<file path="src/core/sbp_map.svh">
// Constants of the serial boot programming port: codes, address windows and timing.
// Assumes it is included by bare name from every file that needs a constant.
`ifndef SBP_MAP_SVH
`define SBP_MAP_SVH
`define SBP_MATCH_ASYNC 8'h86
`define SBP_MATCH_SYNC 8'h30
`define SBP_CMD_ERASE 8'hf0
`define SBP_CMD_WRITE 8'h30
`define SBP_CMD_READ 8'h40
`define SBP_CMD_RAMLD 8'h60
`define SBP_CMD_SUM 8'h90
`define SBP_CMD_ID 8'hc0
`define SBP_CMD_STAT 8'hc3
`define SBP_CMD_EMU 8'hd0
`define SBP_CMD_SEC 8'hfa
`define SBP_SUM_CHECK 8'hff
`define SBP_STAT_SEC_BIT 0
`define SBP_BROM_LO 16'h1000
`define SBP_BROM_DHI 16'h17ff
`define SBP_BROM_CHI 16'h1fff
`define SBP_FLASH_LO 16'h8000
`define SBP_RAM_LO 16'h0060
`define SBP_RAM_HI 16'h083f
`define SBP_SYS_MHZ 125
`define SBP_SYNC_MAX_BPS 250000
`define SBP_SYNC_HALF_CYC ((`SBP_SYS_MHZ*1000000+2*`SBP_SYNC_MAX_BPS-1)/(2*`SBP_SYNC_MAX_BPS))
`define SBP_HOLD_NS 1000
`define SBP_HOLD_CYC ((`SBP_HOLD_NS*`SBP_SYS_MHZ+999)/1000)
`define SBP_SETUP_US 100
`define SBP_SETUP_CYC (`SBP_SETUP_US*`SBP_SYS_MHZ)
`define SBP_BAUD_BPS 115200
`define SBP_BAUD_DIV (`SBP_SYS_MHZ*1000000/`SBP_BAUD_BPS)
`endif

</file>
<file path="src/core/sbp_pkg.sv">
// Types shared by both ends of the serial boot programming port.
// Assumes nothing of its surroundings.
package sbp_pkg;
   typedef logic [7:0] sbp_byte_t;
   typedef enum logic [1:0] {SBP_LINK_NONE, SBP_LINK_SYNC, SBP_LINK_ASYNC} sbp_link_t;
   typedef enum logic [1:0] {D_OFF, D_STBY, D_CMD, D_TX} sbp_dst_t;
   typedef enum logic [1:0] {AB_IDLE, AB_L1, AB_H, AB_L2} sbp_ab_t;
   typedef enum logic [2:0] {H_IDLE, H_HOLD, H_SETUP, H_READY, H_ATX, H_SWAIT,
                             H_SBURST} sbp_hst_t;
endpackage : sbp_pkg

</file>
<file path="src/core/sbp_link_if.sv">
// Pins between the programming host and the device.
// Assumes the bench joins both ends through one instance; the data pins are shared
// by both link types, as on the device.
`timescale 1ns/1ps
interface sbp_link_if;
   logic rst_pin_b;
   logic mode_pin;
   logic async_rx_pin;
   logic sync_clock_in;
   logic async_tx_pin;
   modport dev  (input rst_pin_b, mode_pin, async_rx_pin, sync_clock_in,
                 output async_tx_pin);
   modport host (output rst_pin_b, mode_pin, async_rx_pin, sync_clock_in,
                 input async_tx_pin);
endinterface : sbp_link_if

</file>
<file path="src/core/sbp_sync.sv">
// Two-flop synchroniser for a group of independent levels.
// Assumes each bit is a slow level or is qualified later; no bus coherence.
`timescale 1ns/1ps
module sbp_sync #(
   parameter int         W    = 1,
   parameter logic [W-1:0] INIT = '0
) (
   // Clock and reset
   input  wire logic         clk,
   input  wire logic         rst_b,
   // Levels
   input  wire logic [W-1:0] d,
   output logic      [W-1:0] q
);
   logic [W-1:0] meta_q;

   always_ff @(posedge clk or negedge rst_b) begin
      if (!rst_b) begin
         meta_q <= INIT;
         q      <= INIT;
      end else begin
         meta_q <= d;
         q      <= meta_q;
      end
   end
endmodule : sbp_sync

</file>
<file path="src/core/sbp_dev.sv">
// Device end: boot-mode entry, link selection, auto-bauding, command decode.
// Assumes clk_link is the device oscillator and every pin is asynchronous to it.
`timescale 1ns/1ps
`include "sbp_map.svh"
module sbp_dev #(
   parameter int        CW     = 18,
   parameter logic [7:0] ID_ROM = 8'h5a, // Arbitrary value.
   parameter logic [7:0] ID_RAM = 8'ha5  // Arbitrary value.
) (
   // Link clock and power-on reset
   input  wire logic          clk_link,
   input  wire logic          rst_b,
   // Link pins
   sbp_link_if.dev            lnk,
   // Session state
   output sbp_pkg::sbp_link_t link_mode,
   output logic [CW-1:0]      bit_cycles,
   output logic               security_on,
   // Command handoff
   output logic               cmd_valid,
   output sbp_pkg::sbp_byte_t cmd_code,
   input  wire logic [15:0]   flash_sum,
   // Address translation
   input  wire logic [15:0]   cpu_addr,
   output logic               brom_data_sel,
   output logic               brom_code_sel,
   output logic               flash_hit,
   output logic [14:0]        flash_ofs,
   output logic               ram_hit
);
   import sbp_pkg::*;

   // ==========================================================
   // Pin capture
   logic rpin_s, mode_s, rx_s, sclk_s;
   logic rpin_q, rx_q, sclk_q;
   logic sync_data_in;

   sbp_sync #(.W(4), .INIT(4'h3)) u_sync (
      .clk   (clk_link),
      .rst_b (rst_b),
      .d     ({lnk.rst_pin_b, lnk.mode_pin, lnk.async_rx_pin, lnk.sync_clock_in}),
      .q     ({rpin_s, mode_s, rx_s, sclk_s})
   );

   always_ff @(posedge clk_link or negedge rst_b) begin
      if (!rst_b) begin
         rpin_q <= 1'b0;
         rx_q   <= 1'b1;
         sclk_q <= 1'b1;
      end else begin
         rpin_q <= rpin_s;
         rx_q   <= rx_s;
         sclk_q <= sclk_s;
      end
   end

   assign sync_data_in = rx_s;
   wire in_reset  = ~rpin_s;
   wire boot_go   = rpin_s & ~rpin_q & mode_s;
   wire sclk_rise = sclk_s & ~sclk_q;
   wire sclk_fall = ~sclk_s & sclk_q;
   wire rx_fall   = ~rx_s & rx_q;
   wire rx_rise   = rx_s & ~rx_q;

   // ==========================================================
   // State
   sbp_dst_t      st_q;
   sbp_link_t     mode_q;
   logic [CW-1:0] per_q;
   logic          sec_q;
   logic [7:0]    rep_q [0:2];
   logic [1:0]    rep_i_q, rep_n_q;
   logic          tbusy_q;
   wire           m_sync  = (mode_q == SBP_LINK_SYNC);
   wire           m_async = (mode_q == SBP_LINK_ASYNC);

   // ==========================================================
   // Clocked slave receiver, sampling on the rising edge
   logic [7:0] ssh_q;
   logic [2:0] scnt_q;
   wire        s_done = sclk_rise & (scnt_q == 3'd7);
   wire [7:0]  s_byte = {sync_data_in, ssh_q[7:1]};

   always_ff @(posedge clk_link or negedge rst_b) begin
      if (!rst_b) begin
         ssh_q  <= 8'h00;
         scnt_q <= 3'h0;
      end else if (in_reset || st_q == D_OFF || m_async) begin
         scnt_q <= 3'h0;
      end else if (sclk_rise) begin
         ssh_q  <= s_byte;
         scnt_q <= scnt_q + 3'h1;
      end
   end

   // ==========================================================
   // Asynchronous receiver at the measured bit time
   logic          arun_q;
   logic [CW-1:0] acnt_q;
   logic [3:0]    abit_q;
   logic [7:0]    ash_q;
   wire           a_tick = arun_q & (acnt_q == '0);
   wire           a_done = a_tick & (abit_q == 4'd9) & rx_s;

   always_ff @(posedge clk_link or negedge rst_b) begin
      if (!rst_b) begin
         arun_q <= 1'b0;
         acnt_q <= '0;
         abit_q <= 4'h0;
         ash_q  <= 8'h00;
      end else if (!m_async || in_reset) begin
         arun_q <= 1'b0;
      end else if (!arun_q) begin
         arun_q <= rx_fall;
         acnt_q <= per_q >> 1;
         abit_q <= 4'h0;
      end else if (a_tick) begin
         acnt_q <= per_q - 1'b1;
         abit_q <= abit_q + 4'h1;
         if (abit_q == 4'd0 && rx_s) arun_q <= 1'b0;
         if (abit_q == 4'd9) arun_q <= 1'b0;
         if (abit_q != 4'd0 && abit_q != 4'd9) ash_q <= {rx_s, ash_q[7:1]};
      end else begin
         acnt_q <= acnt_q - 1'b1;
      end
   end

   wire       rx_done = m_async ? a_done : s_done;
   wire [7:0] rx_byte = m_async ? ash_q : s_byte;

   // ==========================================================
   // Auto-baud: the matching byte gives low 2, high 2, low 4 bit times
   sbp_ab_t       ab_q;
   logic [CW-1:0] ab_cnt_q, l1_q, h_q;
   wire [CW+1:0]  l1w    = {2'b00, l1_q};
   wire [CW+1:0]  q4     = l1w >> 2;
   wire [CW+1:0]  hw     = {2'b00, h_q};
   wire [CW+1:0]  l2w    = {2'b00, ab_cnt_q};
   wire [CW+1:0]  ab_sum = l1w + hw + l2w;
   wire           ab_ok  = (hw >= l1w - q4) && (hw <= l1w + q4) &&
                           (l2w >= (l1w << 1) - (q4 << 1)) && (l2w <= (l1w << 1) + (q4 << 1));
   wire           ab_hit = (st_q == D_STBY) && (ab_q == AB_L2) && rx_rise && ab_ok;
   // A high run far longer than the first low run means the line went idle after a
   // rejected byte, so the search restarts at the next start bit.
   wire           ab_long = (ab_q == AB_H) && (l2w > (l1w << 1));
   wire [CW-1:0]  ab_per = {1'b0, ab_sum[CW+1:3]};

   always_ff @(posedge clk_link or negedge rst_b) begin
      if (!rst_b) begin
         ab_q     <= AB_IDLE;
         ab_cnt_q <= '0;
         l1_q     <= '0;
         h_q      <= '0;
      end else if (st_q != D_STBY || sclk_rise || &ab_cnt_q || ab_long) begin
         ab_q     <= AB_IDLE;
         ab_cnt_q <= '0;
      end else begin
         ab_cnt_q <= ab_cnt_q + 1'b1;
         case (ab_q)
            AB_IDLE: begin
               ab_cnt_q <= '0;
               if (rx_fall) ab_q <= AB_L1;
            end
            AB_L1: if (rx_rise) begin
               l1_q     <= ab_cnt_q;
               ab_cnt_q <= '0;
               ab_q     <= AB_H;
            end
            AB_H: if (rx_fall) begin
               h_q      <= ab_cnt_q;
               ab_cnt_q <= '0;
               ab_q     <= AB_L2;
            end
            AB_L2: if (rx_rise) ab_q <= AB_IDLE;
            default: ab_q <= AB_IDLE;
         endcase
      end
   end

   // ==========================================================
   // Command decode and reply bytes
   wire c_sum   = rx_byte == `SBP_CMD_SUM;
   wire c_id    = rx_byte == `SBP_CMD_ID;
   wire c_stat  = rx_byte == `SBP_CMD_STAT;
   wire c_sec   = rx_byte == `SBP_CMD_SEC;
   wire c_emu   = rx_byte == `SBP_CMD_EMU;
   wire c_flash = rx_byte == `SBP_CMD_ERASE || rx_byte == `SBP_CMD_WRITE ||
                  rx_byte == `SBP_CMD_READ || rx_byte == `SBP_CMD_RAMLD;
   wire c_ok    = c_flash | c_sum | c_id | c_stat | c_sec | c_emu;
   wire [7:0] stat_b = 8'(sec_q) << `SBP_STAT_SEC_BIT;
   wire [7:0] rep0 = c_sum ? `SBP_SUM_CHECK : rx_byte;
   wire [7:0] rep1 = c_sum ? flash_sum[15:8] : c_id ? ID_ROM : stat_b;
   wire [7:0] rep2 = c_sum ? flash_sum[7:0] : ID_RAM;
   wire [1:0] rep_last = (c_sum | c_id) ? 2'd2 : c_stat ? 2'd1 : 2'd0;

   // ==========================================================
   // Transmitter for both link types
   logic [CW-1:0] tcnt_q;
   logic [3:0]    tbit_q;
   logic [9:0]    tsh_q;
   logic          sfirst_q, tx_q;
   wire           t_tick  = tbusy_q & m_async & (tcnt_q == '0);
   wire           tx_done = m_sync ? (tbusy_q & s_done) : (t_tick & (tbit_q == 4'd9));
   wire           tx_load = (st_q == D_TX) & ~tbusy_q;
   wire           tx_d    = m_async ? (tbusy_q ? tsh_q[0] : 1'b1) :
                            m_sync  ? ((st_q == D_TX && tbusy_q) ? (sfirst_q | tsh_q[0]) :
                                       (st_q == D_CMD)) : 1'b1;

   always_ff @(posedge clk_link or negedge rst_b) begin
      if (!rst_b) begin
         tbusy_q  <= 1'b0;
         tcnt_q   <= '0;
         tbit_q   <= 4'h0;
         tsh_q    <= 10'h3ff;
         sfirst_q <= 1'b1;
         tx_q     <= 1'b1;
      end else begin
         tx_q <= tx_d;
         if (in_reset || tx_done) begin
            tbusy_q <= 1'b0;
         end else if (tx_load) begin
            tbusy_q  <= 1'b1;
            tcnt_q   <= per_q - 1'b1;
            tbit_q   <= 4'h0;
            sfirst_q <= 1'b1;
            tsh_q    <= m_sync ? {2'b11, rep_q[rep_i_q]} : {1'b1, rep_q[rep_i_q], 1'b0};
         end else if (t_tick) begin
            tcnt_q <= per_q - 1'b1;
            tbit_q <= tbit_q + 4'h1;
            tsh_q  <= {1'b1, tsh_q[9:1]};
         end else if (tbusy_q && m_async) begin
            tcnt_q <= tcnt_q - 1'b1;
         end else if (tbusy_q && sclk_fall) begin
            sfirst_q <= 1'b0;
            if (!sfirst_q) tsh_q <= {1'b1, tsh_q[9:1]};
         end
      end
   end

   // ==========================================================
   // Session sequencer
   always_ff @(posedge clk_link or negedge rst_b) begin
      if (!rst_b) begin
         st_q      <= D_OFF;
         mode_q    <= SBP_LINK_NONE;
         per_q     <= '0;
         sec_q     <= 1'b0;
         rep_i_q   <= 2'd0;
         rep_n_q   <= 2'd0;
         rep_q[0]  <= 8'h00;
         rep_q[1]  <= 8'h00;
         rep_q[2]  <= 8'h00;
         cmd_valid <= 1'b0;
         cmd_code  <= 8'h00;
      end else begin
         cmd_valid <= 1'b0;
         if (in_reset) begin
            st_q   <= D_OFF;
            mode_q <= SBP_LINK_NONE;
         end else begin
            case (st_q)
               D_OFF: if (boot_go) st_q <= D_STBY;
               D_STBY: if (ab_hit) begin
                  mode_q   <= SBP_LINK_ASYNC;
                  per_q    <= ab_per;
                  rep_q[0] <= `SBP_MATCH_ASYNC;
                  rep_n_q  <= 2'd0;
                  rep_i_q  <= 2'd0;
                  st_q     <= D_TX;
               end else if (s_done && s_byte == `SBP_MATCH_SYNC) begin
                  mode_q   <= SBP_LINK_SYNC;
                  rep_q[0] <= `SBP_MATCH_SYNC;
                  rep_n_q  <= 2'd0;
                  rep_i_q  <= 2'd0;
                  st_q     <= D_TX;
               end
               D_CMD: if (rx_done && c_ok) begin
                  rep_q[0]  <= rep0;
                  rep_q[1]  <= rep1;
                  rep_q[2]  <= rep2;
                  rep_n_q   <= rep_last;
                  rep_i_q   <= 2'd0;
                  cmd_valid <= c_flash;
                  cmd_code  <= rx_byte;
                  if (c_sec) sec_q <= 1'b1;
                  st_q      <= D_TX;
               end
               D_TX: if (tx_done) begin
                  if (rep_i_q == rep_n_q) st_q <= D_CMD;
                  else rep_i_q <= rep_i_q + 2'd1;
               end
               default: st_q <= D_OFF;
            endcase
         end
      end
   end

   // ==========================================================
   // Address windows; the boot ROM windows only while the boot loader is running
   wire boot_on = (st_q != D_OFF);

   always_ff @(posedge clk_link or negedge rst_b) begin
      if (!rst_b) begin
         brom_data_sel <= 1'b0;
         brom_code_sel <= 1'b0;
         flash_hit     <= 1'b0;
         flash_ofs     <= 15'h0000;
         ram_hit       <= 1'b0;
      end else begin
         brom_data_sel <= boot_on && cpu_addr >= `SBP_BROM_LO && cpu_addr <= `SBP_BROM_DHI;
         brom_code_sel <= boot_on && cpu_addr >= `SBP_BROM_LO && cpu_addr <= `SBP_BROM_CHI;
         flash_hit     <= cpu_addr >= `SBP_FLASH_LO;
         flash_ofs     <= cpu_addr[14:0];
         ram_hit       <= cpu_addr >= `SBP_RAM_LO && cpu_addr <= `SBP_RAM_HI;
      end
   end

   assign lnk.async_tx_pin = tx_q;
   assign link_mode        = mode_q;
   assign bit_cycles       = per_q;
   assign security_on      = sec_q;
endmodule : sbp_dev

</file>
<file path="src/flat_wrapper.sv">
// flat-port wrapper written by rule: the top's interface ports become plain ports
module sbp_dev_flat import sbp_pkg::*;
#(
   parameter int        CW     = 18,
   parameter logic [7:0] ID_ROM = 8'h5a,                    
   parameter logic [7:0] ID_RAM = 8'ha5                     
)
  (clk_link, rst_b, link_mode, bit_cycles, security_on, cmd_valid, cmd_code, flash_sum, cpu_addr, brom_data_sel, brom_code_sel, flash_hit, flash_ofs, ram_hit, lnk_rst_pin_b, lnk_mode_pin, lnk_async_rx_pin, lnk_sync_clock_in, lnk_async_tx_pin);
  sbp_link_if lnk_i ();
  input  wire logic clk_link;
  input  wire logic rst_b;
  output sbp_pkg::sbp_link_t link_mode;
  output logic [CW-1:0] bit_cycles;
  output logic security_on;
  output logic cmd_valid;
  output sbp_pkg::sbp_byte_t cmd_code;
  input  wire logic [15:0] flash_sum;
  input  wire logic [15:0] cpu_addr;
  output logic brom_data_sel;
  output logic brom_code_sel;
  output logic flash_hit;
  output logic [14:0] flash_ofs;
  output logic ram_hit;
  input wire logic [$bits(lnk_i.rst_pin_b)-1:0] lnk_rst_pin_b;
  input wire logic [$bits(lnk_i.mode_pin)-1:0] lnk_mode_pin;
  input wire logic [$bits(lnk_i.async_rx_pin)-1:0] lnk_async_rx_pin;
  input wire logic [$bits(lnk_i.sync_clock_in)-1:0] lnk_sync_clock_in;
  output wire logic [$bits(lnk_i.async_tx_pin)-1:0] lnk_async_tx_pin;
  assign lnk_i.rst_pin_b = lnk_rst_pin_b;
  assign lnk_i.mode_pin = lnk_mode_pin;
  assign lnk_i.async_rx_pin = lnk_async_rx_pin;
  assign lnk_i.sync_clock_in = lnk_sync_clock_in;
  assign lnk_async_tx_pin = lnk_i.async_tx_pin;
  sbp_dev #(.CW(CW), .ID_ROM(ID_ROM), .ID_RAM(ID_RAM)) u_core (.clk_link(clk_link), .rst_b(rst_b), .lnk(lnk_i), .link_mode(link_mode), .bit_cycles(bit_cycles), .security_on(security_on), .cmd_valid(cmd_valid), .cmd_code(cmd_code), .flash_sum(flash_sum), .cpu_addr(cpu_addr), .brom_data_sel(brom_data_sel), .brom_code_sel(brom_code_sel), .flash_hit(flash_hit), .flash_ofs(flash_ofs), .ram_hit(ram_hit));
endmodule
</file>
<file path="config.mk">
export PLATFORM = sky130hd
export DESIGN_NAME = sbp_dev_flat
export DESIGN_NICKNAME = d
export VERILOG_FILES = /design/src/core/sbp_pkg.sv /design/src/core/sbp_link_if.sv /design/src/core/sbp_sync.sv /design/src/core/sbp_dev.sv /design/src/flat_wrapper.sv
export VERILOG_INCLUDE_DIRS = /design/src /design/src/core
export SDC_FILE = /design/constraint.sdc
export NUM_CORES = 1
export LEC_CHECK = 0
export BUFFER_PORTS_ARGS = -buffer_cell sky130_fd_sc_hd__buf_2
export CORE_MARGIN = 4
export CORE_UTILIZATION = 36
export CTS_BUF_LIST = sky130_fd_sc_hd__clkbuf_16
export DETAILED_ROUTE_END_ITERATION = 12
export GPL_TIMING_DRIVEN = 0
export HOLD_SLACK_MARGIN = 0.06
export REMOVE_ABC_BUFFERS = 1
export SETUP_SLACK_MARGIN = 0.02
export SLEW_MARGIN = 20
export SYNTH_ARGS = -nofsm -noshare
export SYNTH_HDL_FRONTEND = slang
export SYNTH_HIERARCHICAL = 1
export SYNTH_SLANG_ARGS = --single-unit
</file>
<file path="constraint.sdc">
create_clock -name clk_link -period 5.2 [get_ports clk_link]
set_input_delay 0.52 -clock clk_link [delete_from_list [all_inputs] [get_ports clk_link]]
set_output_delay 0.52 -clock clk_link [all_outputs]
set_load 0.05 [all_outputs]
</file>
==> impl_metrics.ini <==
[synthesis]
yosys_most_used_dff = dfrtp_1
netlist_top_cells_count = dfrtp_1 (203), nor2_1 (154), nand2_1 (148)
ys_warn_count = 6
synth.most_common_cell = dfrtp_1
synth_top_area_share_pct = 33.2
synth_cell_types = 93
synth-seq-area-share_pct = 36.1
netlist_instances = 1670
yosysTopAreaCell = dfrtp_1
synthTopCellsByArea = dfrtp_1 (33%), ha_1 (11%), o21ai_0 (4.6%)
synth_edf_count = 0
async_reset_ff_share_pct = 100
syn_area_um2 = 15300
synth_area_per_cell_um2 = 9.16
ys_ff_latch = 220

[sta]
hold_violations = 0
finClkSkew_ps = 16.9
slew_viol_final = 0
worst_slack_ps = 234
rsz0062_at_grt = no
period_needed_ps = 4970
fmax_ghz = 0.201
finalSetupViolCount = 0
finalCritPeriodShare_pct = 95.5
worst_pin_slew_ps = 935
slew_headroom_pct = 37.5

[floorplanning]
initial_core_util_pct = 36.5
die_y_um = 214
fp.dieW_um = 214
io_pins = 88
coreArea_um2 = 41900
rows = 75
die-area_um2 = 45800

[clock_tree]
cts_sinks = 220
root_buffer = clkbuf_16
path_clk_slew_ps = 60
h-tree-depth = 1
cts-buffers-inserted = 25
cts_buffer_depth = 3
clock_latency_ps = 550
cts_tree = built

[global_route]
grtUsageTotal_pct = 17.0
grt_overflow = 0
grt_pass1_vias = 12400
grt_pass1_wl_um = 65800
grt_max_degree = 94
antenna_found_initial = 0

[route]
drc = 0
drt_pre_antenna_iters = 5
drt_iter0_drc = 1035
vias = 12600
ant_nets = 0
drt-total-wl_um = 39700
wl_per_cell_um = 17.2
viasPerCell = 5.45

[worst_setup_path]
cp_num_cells = 22
path_buf_inv = 2
arrival_ps = 5400
setup.worst_path.class = reg -> reg
critical_path.cell_chain = ha_1, inv_1, fa_2, o21ba_1, or4_4, nand3_4, a21oi_1, o21bai_1, a21oi_1, o21bai_1, a21oi_1, o21bai_1, xnor2_2, ha_1, and3_4, a41oi_2, maj3_2, o211a_4, nor4_4, buf_6, or2_4, mux2_2
cp_max_fo = 6
worstPathRequired_ps = 5640
reg2reg_depth = 22
slowest_stage = or4_4
crit_path_start_kind = register
crit_family = compound AO/OA/AOI/OAI gates
cp_slowest_stage_delay_ps = 450
endpoint_kind = register

[finish]
multiInputGateArea_um2 = 9330
instances_no_fill = 2307
final_net_count = 1936
seq_area_um2 = 5540
drive_above_1_share_pct = 16.4
area_growth_pct = 13.6
n_fill_cell = 4073
num_antenna_cells = 0
utilization_pct = 41.4

[placed_design]
placed_cells = 2234
hpwl_um = 29700
pre_cts_ws_ps = -863
io_buffers = 86
place_congestion = 0.891

[pwr]
sw_frac_of_total_pct = 24.2
ir_drop_mv = 0.270
p_comb_share_pct = 4.5
p_sw_uw = 864
leakagePower_nw = 8.03
power_frac_seq_pct = 48.8
clkPwrFrac_pct = 46.7
p_int_mw = 2.71
cellPowerDensity_nw_per_um2 = 206

[worst_hold_path]
hold_path_depth = 1
worst_hold_path_type = in -> reg

[status]
status = finished, final reports clean

[run]
maxCapViolCount = 0
-- final cells by class --
cell class | instances | share of cell area (%)
clock buffers | 25 | 3.60
clock inverters | 21 | 0.836
inverters | 67 | 1.45
multi-input cells | 1314 | 53.7
flip-flops and latches | 220 | 31.9
well taps | 539 | 3.88
repair buffers | 121 | 4.60
-- cell families (layout without fill, tap and decap cells) --
family / Yosys count / count (layout) / synth area share, %
AOI/OAI and AO/OA: 424 / 424 / 17.2
other: 1 / 1 / 0.0245
muxes: 90 / 90 / 6.39
adders and majority gates: 155 / 155 / 13.5
xor gates and xnor gates: 84 / 84 / 4.95
and+or+nand+nor: 559 / 560 / 18.0
DFF: 220 / 220 / 36.1
buffers and inverters: 137 / 234 / 3.75
-- flip-flops by register name (all words and copies together) (netlist names), 9 cells and up --
name,cells
u_core/bit_cycles,17
u_core/rep_q,24
u_core/ab_cnt_q,18
u_core/acnt_q,18
u_core/h_q,18
u_core/tsh_q,9
u_core/tcnt_q,18
u_core/l1_q,18
u_core/flash_ofs,15
-- stage by stage --
stage	total power [mW]	area [um2]	TNS [ps]	hold slack, ps
5_1_grt	3.73	17400	0	66.6
6_report	3.58	17400	0	92.6
3_3_place_gp	1.92	16100	-101960	332
4_1_cts	3.64	17200	0	60.5
3_5_place_dp	1.94	16200	-18130	335
2_1_floorplan	1.85	15000	-310	224
-- power by group through the flow --
stage                     clock network (mW)  registers [mW]  logic (mW)
after detailed placement                   0            1.78       0.159
after global placement                     0            1.78       0.149
after floorplan                            0            1.80      0.0510
after CTS                               1.73            1.75       0.165
after global routing                    1.80            1.75       0.180
final                                   1.67            1.75       0.162
-- what timing repair did --
| action | CTS | global route |
|---|---|---|
| hold endpoints to repair | 60 | 0 |
| gates resized for setup | 13 | 23 |
| pin swaps | 2 | 6 |
| hold buffers | 10 | 0 |
| buffers inserted | 7 | 9 |
| setup endpoints to repair | 32 | 28 |
| cloned | 0 | 1 |
-- cells in the final DEF, fill, tap and decap left out, drive strengths merged, types with 18 or more instances in the layout --
cell and n:
dfrtp 203, nand2b 22, clkbuf 25, nand4 19, nand3 39, nor3 47
inv 72, mux2i 29, ha 130, xnor2 53, nand2 148, and3 21
nor2b 28, nor2 155, fa 19, a21oi 120, a211oi 18, mux2 61
buf 111, xor2 30, o21ai 142
-- routing by layer --
| layer | up-vias | global-route usage (%) | wire length, um |
|---|---|---|---|
| li1 | 6158 | - | - |
| met1 | 6132 | 24.0 | 18800 |
| met2 | 251 | 28.2 | 18700 |
| met3 | 43 | 1.59 | 1440 |
| met4 | 0 | 4.32 | 797 |
| met5 | - | 0 | 0 |
-- path summary, 6_finish.rpt --
check | slack, ps | to | from
setup / recovery | 230 | u_core/rep_q[20]$_DFFE_PN0P_ | u_core/l1_q[0]$_DFFE_PN0P_
hold / removal | 90 | u_core/flash_ofs[0]$_DFF_PN0_ | cpu_addr[0]
setup reg to reg | 230 | u_core/rep_q[20]$_DFFE_PN0P_ | u_core/l1_q[0]$_DFFE_PN0P_
hold reg to reg | 350 | u_core/u_sync/q[3]$_DFF_PN0_ | u_core/u_sync/meta_q[3]$_DFF_PN0_
min in group asynchronous | 480 | u_core/cmd_code[2]$_DFFE_PN0P_ | rst_b
max in group asynchronous | 3480 | u_core/l1_q[3]$_DFFE_PN0P_ | rst_b
No activity file was read; power rests on OpenSTA's default activity.
